**src/clk_synth_defs.svh**
```systemverilog
// register offsets, field masks, preset values and bus constants
// Summary of operation
// - offset 12H holds tuning source 7:6, cap source 5, drive 4:3, zeros 2:0
// - one bit of 12H selects where load capacitance setting comes from
// - offset 13H holds 8-bit load cap code, 0.09375 pF per step
// - reference divider is 42H bits 6:0; ratio is field plus 2
// - 42H bit 7 holds the product counter odd bit
// - 0CH holds bank 1 source select bit 7, divide value 6:0
// - 47H holds bank 2 source select bit 7, divide value 6:0
// - 3-bit output source codes spread over 44H-46H; filler bits are ones
// - 09H enables: output C bit 5, A bit 4, B bit 2; others zero
// - 40H bits 7:5 fixed, 4:2 pump, 1:0 product counter high bits
// - 8-bit register address, 8-bit data, serial slave address 1101001
// - serial writes are volatile; contents return to presets at power-up
`ifndef CLK_SYNTH_DEFS_SVH
`define CLK_SYNTH_DEFS_SVH

// serial slave address
`define DEV_ADDR 7'h69

// register offsets
`define OFS_OUT_EN 8'h09
`define OFS_DIV1 8'h0C
`define OFS_OSC 8'h12
`define OFS_CAP 8'h13
`define OFS_PUMP 8'h40
`define OFS_PROD_LO 8'h41
`define OFS_REFDIV 8'h42
`define OFS_XP0 8'h44
`define OFS_XP1 8'h45
`define OFS_XP2 8'h46
`define OFS_DIV2 8'h47

// writable bit masks
`define MSK_OUT_EN 8'h34
`define MSK_OSC 8'hF8
`define MSK_PUMP 8'h1F
`define MSK_XP0 8'h03
`define MSK_XP1 8'h8F
`define MSK_XP2 8'hC0
`define MSK_FULL 8'hFF

// preset values of fixed bits (also the blank-part reset value)
`define FIX_PUMP 8'hC0
`define FIX_XP0 8'hFC
`define FIX_XP1 8'h70
`define FIX_XP2 8'h3F
`define FIX_NONE 8'h00

// reference divider offset added to the stored field
`define REF_DIV_OFFSET 8'h02

`endif

```
**src/clk_synth_pkg.sv**
```systemverilog
// types shared by the configuration register bank
package clk_synth_pkg;

  // serial slave state, gray coded along the write path
  typedef enum logic [3:0] {
    ST_IDLE = 4'h0,
    ST_DEV = 4'h1,
    ST_DEV_ACK = 4'h3,
    ST_PTR = 4'h2,
    ST_PTR_ACK = 4'h6,
    ST_WR = 4'h7,
    ST_WR_ACK = 4'h5,
    ST_RD = 4'h4,
    ST_RD_ACK = 4'hC
  } i2c_state_t;

  // decoded configuration fields driven to the analog core
  typedef struct packed {
    logic output_a_en;
    logic output_b_en;
    logic output_c_en;
    logic bank1_source_sel;
    logic [6:0] bank1_divide_value;
    logic [1:0] tuning_array_addr_source;
    logic load_cap_source_sel;
    logic [1:0] osc_drive_code;
    logic [7:0] load_cap_code;
    logic [2:0] pump_setting;
    logic [9:0] product_counter_base;
    logic product_odd_bit;
    logic [6:0] ref_div_value;
    logic [7:0] ref_div_ratio;
    logic [2:0] output_a_source;
    logic [2:0] output_b_source;
    logic [2:0] output_c_source;
    logic bank2_source_sel;
    logic [6:0] bank2_divide_value;
  } synth_cfg_t;

endpackage

```
**src/reg_store.sv**
```systemverilog
// storage of the eleven configuration registers with registered read data
`timescale 1ns/1ps
`default_nettype none
`include "clk_synth_defs.svh"

module reg_store
  import clk_synth_pkg::*;
(
  // clock and reset
  input wire logic sys_clk_i,
  input wire logic rst_n_i,
  input wire logic ce_i,
  // access port
  input wire logic wr_en_i,
  input wire logic [7:0] addr_i,
  input wire logic [7:0] wdata_i,
  output logic [7:0] rd_data_o,
  // decoded fields
  output synth_cfg_t cfg_o
);

  localparam int unsigned NREG = 11;

  // offset to storage slot; NREG means unmapped
  function automatic logic [3:0] slot_of(input logic [7:0] a);
    logic [3:0] s;
    s = 4'hB;
    if (a == `OFS_OUT_EN) s = 4'h0;
    else if (a == `OFS_DIV1) s = 4'h1;
    else if (a == `OFS_OSC) s = 4'h2;
    else if (a == `OFS_CAP) s = 4'h3;
    else if (a == `OFS_PUMP) s = 4'h4;
    else if (a == `OFS_PROD_LO) s = 4'h5;
    else if (a == `OFS_REFDIV) s = 4'h6;
    else if (a == `OFS_XP0) s = 4'h7;
    else if (a == `OFS_XP1) s = 4'h8;
    else if (a == `OFS_XP2) s = 4'h9;
    else if (a == `OFS_DIV2) s = 4'hA;
    return s;
  endfunction

  // writable mask and fixed preset per slot
  function automatic logic [15:0] mask_fix(input logic [3:0] s);
    logic [15:0] m;
    m = {`MSK_FULL, `FIX_NONE};
    case (s)
      4'h0: m = {`MSK_OUT_EN, `FIX_NONE};
      4'h2: m = {`MSK_OSC, `FIX_NONE};
      4'h4: m = {`MSK_PUMP, `FIX_PUMP};
      4'h7: m = {`MSK_XP0, `FIX_XP0};
      4'h8: m = {`MSK_XP1, `FIX_XP1};
      4'h9: m = {`MSK_XP2, `FIX_XP2};
      default: m = {`MSK_FULL, `FIX_NONE};
    endcase
    return m;
  endfunction

  // fixed preset of a slot, used as its power-up content
  function automatic logic [7:0] fix_of(input logic [3:0] s);
    logic [15:0] m;
    m = mask_fix(s);
    return m[7:0];
  endfunction

  logic [7:0] mem_reg [NREG];
  logic [7:0] rd_data_reg;
  logic [7:0] ratio_reg;
  wire logic [3:0] slot = slot_of(addr_i);
  wire logic [15:0] mf = mask_fix(slot);
  wire logic hit = (slot != 4'hB);
  wire logic [7:0] wr_val = (wdata_i & mf[15:8]) | mf[7:0];

  // storage; reset stands for the power-up preset state
  always_ff @(posedge sys_clk_i)
  begin
    for (int i = 0; i < NREG; i++)
    begin
      if (!rst_n_i) mem_reg[i] <= fix_of(i[3:0]);
      else if (ce_i && wr_en_i && hit && slot == i[3:0]) mem_reg[i] <= wr_val;
    end
  end

  // registered read data and divide ratio
  always_ff @(posedge sys_clk_i)
  begin
    if (!rst_n_i)
    begin
      rd_data_reg <= 8'h00;
      ratio_reg <= `REF_DIV_OFFSET;
    end
    else if (ce_i)
    begin
      rd_data_reg <= hit ? mem_reg[slot] : 8'h00;
      if (wr_en_i && addr_i == `OFS_REFDIV) ratio_reg <= {1'b0, wdata_i[6:0]} + `REF_DIV_OFFSET;
    end
  end

  assign rd_data_o = rd_data_reg;

  // field extraction straight from storage flops, except the divide ratio, taken from ratio_reg
  assign cfg_o.output_c_en = mem_reg[0][5];
  assign cfg_o.output_a_en = mem_reg[0][4];
  assign cfg_o.output_b_en = mem_reg[0][2];
  assign cfg_o.bank1_source_sel = mem_reg[1][7];
  assign cfg_o.bank1_divide_value = mem_reg[1][6:0];
  assign cfg_o.tuning_array_addr_source = mem_reg[2][7:6];
  assign cfg_o.load_cap_source_sel = mem_reg[2][5];
  assign cfg_o.osc_drive_code = mem_reg[2][4:3];
  assign cfg_o.load_cap_code = mem_reg[3];
  assign cfg_o.pump_setting = mem_reg[4][4:2];
  assign cfg_o.product_counter_base = {mem_reg[4][1:0], mem_reg[5]};
  assign cfg_o.product_odd_bit = mem_reg[6][7];
  assign cfg_o.ref_div_value = mem_reg[6][6:0];
  assign cfg_o.ref_div_ratio = ratio_reg;
  assign cfg_o.output_b_source = {mem_reg[7][1:0], mem_reg[8][7]};
  assign cfg_o.output_a_source = mem_reg[8][3:1];
  assign cfg_o.output_c_source = {mem_reg[8][0], mem_reg[9][7:6]};
  assign cfg_o.bank2_source_sel = mem_reg[10][7];
  assign cfg_o.bank2_divide_value = mem_reg[10][6:0];
endmodule
`default_nettype wire

```
**src/clock_synth_config_registers.sv**
```systemverilog
// serial slave front end and configuration register bank of the clock synthesizer
`timescale 1ns/1ps
`default_nettype none
`include "clk_synth_defs.svh"

module clock_synth_config_registers
  import clk_synth_pkg::*;
(
  // clock, reset, enable
  input wire logic sys_clk_i,
  input wire logic rst_n_i,
  input wire logic ce_i,
  // serial bus pins, open drain data
  input wire logic scl_i,
  input wire logic sda_i,
  output logic sda_o,
  output logic sda_oe_o,
  // configuration to the synthesizer core
  output synth_cfg_t cfg_o,
  // bus activity
  output logic busy_o
);

  i2c_state_t state_reg, state_next;
  logic scl_q_reg, sda_q_reg;
  logic [7:0] shift_reg, shift_next;
  logic [2:0] bit_cnt_reg, bit_cnt_next;
  logic byte_done_reg, byte_done_next;
  logic [7:0] ptr_reg, ptr_next;
  logic oe_reg, oe_next;
  logic wr_en_reg, wr_en_next;
  logic [7:0] wdata_reg, wdata_next;
  logic nack_reg, nack_next;
  logic busy_reg;
  logic [7:0] rd_data;

  // bus condition detection on registered samples
  wire logic scl_rise = scl_i & ~scl_q_reg;
  wire logic scl_fall = ~scl_i & scl_q_reg;
  wire logic start_cond = scl_i & scl_q_reg & sda_q_reg & ~sda_i;
  wire logic stop_cond = scl_i & scl_q_reg & ~sda_q_reg & sda_i;
  wire logic [7:0] rx_byte = {shift_reg[6:0], sda_i};
  wire logic dev_match = (shift_reg[7:1] == `DEV_ADDR);
  wire logic rx_state = (state_reg == ST_DEV) || (state_reg == ST_PTR) || (state_reg == ST_WR);

  // next-state logic of the serial slave
  always_comb
  begin
    state_next = state_reg;
    shift_next = shift_reg;
    bit_cnt_next = bit_cnt_reg;
    byte_done_next = byte_done_reg;
    ptr_next = ptr_reg;
    oe_next = oe_reg;
    wr_en_next = 1'b0;
    wdata_next = wdata_reg;
    nack_next = nack_reg;
    if (start_cond)
    begin
      state_next = ST_DEV;
      bit_cnt_next = 3'h0;
      byte_done_next = 1'b0;
      oe_next = 1'b0;
    end
    else if (stop_cond)
    begin
      state_next = ST_IDLE;
      oe_next = 1'b0;
    end
    else if (scl_rise)
    begin
      if (rx_state)
      begin
        shift_next = rx_byte;
        bit_cnt_next = bit_cnt_reg + 3'h1;
        byte_done_next = (bit_cnt_reg == 3'h7);
      end
      else if (state_reg == ST_RD_ACK)
        nack_next = sda_i;
    end
    else if (scl_fall)
    begin
      case (state_reg)
        ST_DEV:
          if (byte_done_reg)
          begin
            byte_done_next = 1'b0;
            state_next = dev_match ? ST_DEV_ACK : ST_IDLE;
            oe_next = dev_match;
          end
        ST_PTR:
          if (byte_done_reg)
          begin
            byte_done_next = 1'b0;
            ptr_next = shift_reg;
            state_next = ST_PTR_ACK;
            oe_next = 1'b1;
          end
        ST_WR:
          if (byte_done_reg)
          begin
            byte_done_next = 1'b0;
            wr_en_next = 1'b1;
            wdata_next = shift_reg;
            state_next = ST_WR_ACK;
            oe_next = 1'b1;
          end
        ST_DEV_ACK:
          if (shift_reg[0])
          begin
            state_next = ST_RD;
            shift_next = rd_data;
            oe_next = ~rd_data[7];
            bit_cnt_next = 3'h0;
            ptr_next = ptr_reg + 8'h01;
          end
          else
          begin
            state_next = ST_PTR;
            oe_next = 1'b0;
            bit_cnt_next = 3'h0;
          end
        ST_PTR_ACK, ST_WR_ACK:
        begin
          state_next = ST_WR;
          oe_next = 1'b0;
          bit_cnt_next = 3'h0;
        end
        ST_RD:
          if (bit_cnt_reg == 3'h7)
          begin
            state_next = ST_RD_ACK;
            oe_next = 1'b0;
          end
          else
          begin
            shift_next = {shift_reg[6:0], 1'b0};
            oe_next = ~shift_reg[6];
            bit_cnt_next = bit_cnt_reg + 3'h1;
          end
        ST_RD_ACK:
          if (nack_reg)
            state_next = ST_IDLE;
          else
          begin
            state_next = ST_RD;
            shift_next = rd_data;
            oe_next = ~rd_data[7];
            bit_cnt_next = 3'h0;
            ptr_next = ptr_reg + 8'h01;
          end
        default: oe_next = 1'b0;
      endcase
    end
  end

  // write pointer advances after each stored byte
  wire logic [7:0] ptr_upd = wr_en_reg ? ptr_reg + 8'h01 : ptr_next;

  // slave state registers
  always_ff @(posedge sys_clk_i)
  begin
    if (!rst_n_i)
    begin
      state_reg <= ST_IDLE;
      scl_q_reg <= 1'b1;
      sda_q_reg <= 1'b1;
      shift_reg <= 8'h00;
      bit_cnt_reg <= 3'h0;
      byte_done_reg <= 1'b0;
      ptr_reg <= 8'h00;
      oe_reg <= 1'b0;
      wr_en_reg <= 1'b0;
      wdata_reg <= 8'h00;
      nack_reg <= 1'b0;
      busy_reg <= 1'b0;
    end
    else if (ce_i)
    begin
      state_reg <= state_next;
      scl_q_reg <= scl_i;
      sda_q_reg <= sda_i;
      shift_reg <= shift_next;
      bit_cnt_reg <= bit_cnt_next;
      byte_done_reg <= byte_done_next;
      ptr_reg <= ptr_upd;
      oe_reg <= oe_next;
      wr_en_reg <= wr_en_next;
      wdata_reg <= wdata_next;
      nack_reg <= nack_next;
      busy_reg <= (state_next != ST_IDLE);
    end
  end

  // register file, addressed by the register pointer
  reg_store u_store (
    .sys_clk_i(sys_clk_i),
    .rst_n_i(rst_n_i),
    .ce_i(ce_i),
    .wr_en_i(wr_en_reg),
    .addr_i(ptr_reg),
    .wdata_i(wdata_reg),
    .rd_data_o(rd_data),
    .cfg_o(cfg_o)
  );

  assign sda_o = 1'b0; // open drain: only pulls low
  assign sda_oe_o = oe_reg;
  assign busy_o = busy_reg;

  // helper: own-address match captured one cycle earlier
  logic dev_match_q;
  always_ff @(posedge sys_clk_i)
    dev_match_q <= dev_match;
endmodule
`default_nettype wire

```
**config.mk**
```make
export PLATFORM = sky130hd
export DESIGN_NAME = clock_synth_config_registers
export DESIGN_NICKNAME = d
export VERILOG_FILES = /design/src/clk_synth_pkg.sv /design/src/reg_store.sv /design/src/clock_synth_config_registers.sv
export VERILOG_INCLUDE_DIRS = /design/src
export SDC_FILE = /design/constraint.sdc
export NUM_CORES = 1
export LEC_CHECK = 0
export ABC_CLOCK_PERIOD_IN_PS = 6400
export BUFFER_PORTS_ARGS = -buffer_cell sky130_fd_sc_hd__clkbuf_2
export CAP_MARGIN = 5
export CORE_ASPECT_RATIO = 1.25
export CORE_MARGIN = 5
export CORE_UTILIZATION = 60
export CTS_CLUSTER_DIAMETER = 100
export DETAILED_ROUTE_END_ITERATION = 7
export PLACE_DENSITY = 0.88
export SYNTH_ARGS = -nofsm -noshare
export SYNTH_HDL_FRONTEND = slang
export SYNTH_SLANG_ARGS = --single-unit
```
**constraint.sdc**
```tcl
create_clock -name sys_clk_i -period 6.4 [get_ports sys_clk_i]
set_clock_uncertainty 0.15 [all_clocks]
set_input_delay 0 -clock sys_clk_i [delete_from_list [all_inputs] [get_ports sys_clk_i]]
set_output_delay 0 -clock sys_clk_i [all_outputs]
set_load 0.02 [all_outputs]
```
# After elaboration in Yosys (flattened, before gate mapping)
# Memories as Yosys holds them, arrays and structs flattened.
# Cells that the tools add are included.
dict set report totals {
  mem_count 1
  regBits 54
  rom_bits 0
  latch_bits 0
  ram_bits 88
  elab_cells 261
}
dict set report op_classes {
  n_eq_ne 50
  shift 0
  multipliers 0
  n_bitwise 30
  order_cmp 0
  div_mod_pow 0
  mux 123
  addsub 3
  reduce_logical 39
}
# name depth word_bits rd rd_ports_with_merged_regs wr line
set memory_table {}
lappend memory_table {u_store.mem_reg 11 8 12 0 11 reg_store.sv:65} ;# logic [7:0] mem_reg [NREG];
# op n
set ops {}
lappend ops {{$mux W8} 33}
lappend ops {{$pmux W16 S6} 1}
lappend ops {{$mux W4} 18}
lappend ops {{$eq A8 B7 Y1 const B} 7}
lappend ops {{$mux W1} 56}
lappend ops {{$pmux W8 S3} 2}
lappend ops {{$eq A4 B3 Y1 const B} 8}
lappend ops {{$pmux W4 S7} 1}
lappend ops {{$mux W3} 9}
lappend ops {{$ne A4 B4 Y1 const B} 5}
lappend ops {{$ne A3 B3 Y1 const B} 6}
lappend ops {{$reduce_and A9 Y1} 2}
lappend ops {{$eq A4 B2 Y1 const B} 4}
lappend ops {{$eq A4 B4 Y1 const B} 4}
lappend ops {{$eq A8 B4 Y1 const B} 2}
lappend ops {{$eq A8 B5 Y1 const B} 2}
lappend ops {{$logic_and A1 B1 Y1} 14}
lappend ops {{$reduce_and A7 Y1} 2}
lappend ops {{$reduce_and A6 Y1} 2}
lappend ops {{$reduce_bool A4 Y1} 3}
lappend ops {{$or A1 B1 Y1} 11}
lappend ops {{$not A1 Y1} 10}
lappend ops {{$pmux W3 S3} 1}
lappend ops {{$reduce_bool A3 Y1} 3}
lappend ops {{24 further kinds} 39}

# Longest topological paths before layout
dict set report depth {
  depth_word 19
  ltp_mapped 12
  ltp_nobuf 9
}

# Hierarchy
# Synthesis repeated with hierarchy kept, for this count alone.
dict set report unflattened {
  cells_unflattened 748
  area_unflattened_um2 7636.1
}
# module area_each_um2 instances cells_per_inst
set modules_own_cells {}
lappend modules_own_cells {reg_store 5196.2 1 466}
lappend modules_own_cells {clock_synth_config_registers 2439.8 1 282}

# Worst setup path after synthesis
# OpenSTA, ideal clock, no wires.
dict set report synth_path {
  path_type {flip-flop to flip-flop}
  from {register ptr_reg[7]}
  to {memory u_store.mem_reg[8][0] (enable)}
  n_path_buf 1
  setup_ns 0.398
  t_arrival_ns 2.853
  path_slack_ns 2.999
  required_ns 5.852
  path_stages_with_launch 7
  period_less_slack_ns 3.401
  path_cell_list {dfxtp_1 -> or4_4 -> or4b_4 -> nand3_2 -> buf_4 -> o21ai_0 -> o41ai_1}
}
# element line
set synth_lines {}
lappend synth_lines {{from (decl)} clock_synth_config_registers.sv:29} ;# logic [7:0] ptr_reg, ptr_next;
lappend synth_lines {{from (signal assigned)} clock_synth_config_registers.sv:186} ;# ptr_reg <= ptr_upd;
lappend synth_lines {{to (decl)} reg_store.sv:65}

==> flow_summary.ini <==
[run_status]
status = finished clean

[finish]
stdcell_count = 1010
layout_commonest_cell = nor2_1
drive_gt1_frac = 0.1710
antenna_cells = 0
nets = 844
fill_cells = 973
syn_to_final_growth_pct = 12.83
final_cell_mix = 95 x nor2_1, 88 x edfxtp_1, 76 x clkbuf_2, 58 x nand2_1, 54 x dfxtp_1
largest_reg_flops = 88

[setup_path]
rr_worst_depth = 7
worstPathArrival_ns = 4.18
timing.rr.start = ptr_reg[2]$_SDFFE_PN0P_
worstPathMaxFanout = 20
critPathKind = reg2reg
r2r-end = u_store.mem_reg[9][0]$_SDFFCE_PN1P_
r2r_slack_ns = 2.10
worstSetupStartpointType = flop
worstSetupEndpointType = flop
critPathRequiredTime_ns = 6.28

[floorplan]
dieArea_sq_um = 15010
dieWidth_um = 110.6
io-pin-count = 78
num_rows = 46
die_y_um = 135.7
initial_utilization = 0.6049
core_area_sq_um = 12550

[synthesis]
synthCells = 766
ys_async_sr_fraction = 0
syn_area_sq_um = 7590
ys_types = 80
synth_compound_area_frac = 0.2003
yosys_most_used_dff = edfxtp_1
synth_seq_area_share = 0.4906
synthMuxAreaShare = 0.03066
postSynthAreaPerCell_sq_um = 9.908
synthSimpleGateAreaFrac = 0.1954
synth_edf_count = 88
synthXorXnorAreaFrac = 0.008078
ys_warn_count = 0
synth_top_family_by_area = compound AO/OA/AOI/OAI gates
ys_seq_elements = 142
synthAdderAreaFrac = 0.01649

[place]
dp_hpwl_um = 15350
dp_cells = 974
gp_congestion = 0.9774
place_ws_ns = 2.339
portBuffers = 76

[drt]
wirelength_um = 22710
ant_nets = 0
dr.pass1.iters = 6
via_per_inst = 6.583
dr.first_iter.drc_count = 803
route.detailed.wl_per_inst_um = 22.48
via_count = 6649
remaining_drc_errors = 0

[pwr]
irDropWorstVdd_mv = 0.2107
power_density_nw_per_um2 = 247.3
cellLeakagePower_nw = 3.278

[sta]
tns_ns = 0
rsz0062_at_grt = no
tightestPinTransition_ns = 1.296
fmax_mhz = 232.8
period_share = 0.6712
hold_viol_final = 0
fin_crit_ns = 4.296
relSlewSlack = 0.1271
setup_violations = 0
timing.final.ws_setup_ns = 2.104
timing.final.max_slew_violations = 0

[clock_network]
cts_resized = 0
clockRootBuffer = clkbuf_16
post_cts_buffers = 0
cts_max_level = 4
clock_path_buffers = 2
cts_made_buffers = 17
clk_pin_slew_worst_paths_ns = 0.06
cts_sinks = 142
insertion_delay_ns = 0.42
cts_hold_buf = 4
cts_tree = built

[worst_hold_path]
hp-class = in2reg
min_to = scl_q_reg$_SDFFE_PN1P_
worstHoldStart = ce_i
hold-path-cell-count = 3

[global_routing]
grt.overflow.total = 0
antenna_found_initial = 0
grt_pass1_vias = 6480
grt_pass1_wl_um = 35730
grt_util_all_layers = 0.3063
grt_max_degree = 62

[flow_run]
maxCapViolCount = 0
worst max-delay path: stages, from the launching register on:
cell and delay [ns]:
dfxtp_1 0.86, o21ba_2 0.27, o2111ai_1 0.17, buf_4 0.24
nand3_2 0.32, nor3_1 0.84, nand2_1 0.21, o21ai_0 0.84
report_power, final:
part           internal [W]  switching [W]  leakage [nW]  total [W]
Sequential          0.00101      0.0000282          1.28    0.00104
Combinational     0.0000383      0.0000870          1.74   0.000125
Clock              0.000541       0.000415         0.262   0.000956
cell usage after synthesis, drive strengths merged, types with 20 or more instances:
master,n,share of area
o21ai,42,0.028
nand3,20,0.014
nand2,59,0.030
nor2,96,0.048
edfxtp,88,0.35
buf,41,0.036
dfxtp,54,0.14
nor2b,21,0.017
nor3,30,0.023
a21oi,26,0.018
clkbuf,29,0.014
mux2i,21,0.028
layout make-up:
cell class / count / area [sq um] / share of cell area
clock buffers: 18 / 429.2 / 0.05012
clock inverters: 14 / 131.4 / 0.01534
inverters: 14 / 52.55 / 0.006137
multi-input cells: 565 / 3528 / 0.4120
flip-flops and latches: 142 / 3724 / 0.4348
well taps: 168 / 210.2 / 0.02455
repair buffers: 89 / 488.0 / 0.05698
through the flow:
step                      cell area [sq um]  hold slack [ns]    util  total power [W]
after floorplan                        7684         -0.01962       -         0.001134
after global placement                 7963           0.1213  0.6346         0.001172
after detailed placement               7963           0.1437  0.6346         0.001173
after CTS                              8563         0.008566  0.6825         0.002108
after global routing                   8563          0.06059  0.6825         0.002169
final                                  8563          0.04001  0.6825         0.002118
worst max-delay path by stage:
stage                                      endpoint               startpoint  slack [ns]
6_report        u_store.mem_reg[9][0]$_SDFFCE_PN1P_  ptr_reg[2]$_SDFFE_PN0P_        2.10
5_1_grt         u_store.mem_reg[9][4]$_SDFFCE_PN1P_  ptr_reg[2]$_SDFFE_PN0P_        1.91
4_1_cts         u_store.mem_reg[9][0]$_SDFFCE_PN1P_  ptr_reg[2]$_SDFFE_PN0P_        2.20
3_5_place_dp   u_store.mem_reg[10][7]$_SDFFCE_PN0P_  ptr_reg[2]$_SDFFE_PN0P_        2.34
3_3_place_gp    u_store.mem_reg[9][1]$_SDFFCE_PN1P_  ptr_reg[2]$_SDFFE_PN0P_        2.36
2_1_floorplan   u_store.mem_reg[8][0]$_SDFFCE_PN0P_  ptr_reg[7]$_SDFFE_PN0P_        3.00
layer usage:
metal  track usage  wire length [um]  up-vias  part of all wire
li1              -                 -     2920                 -
met1        0.3467              7806     3121              0.34
met2        0.5361             11440      482              0.50
met3       0.06926              2065      126             0.091
met4        0.1711              1392        0             0.061
met5             0                 0        -                 0
kinds of logic after synthesis:
kind of cell / after synthesis
fa+ha+maj: 10
mux: 23
flops: 142
xor+xnor: 7
other cells: 2
simple gates: 296
compound gates: 202
buf+inv: 84
(Power assumes the default switching activity.)
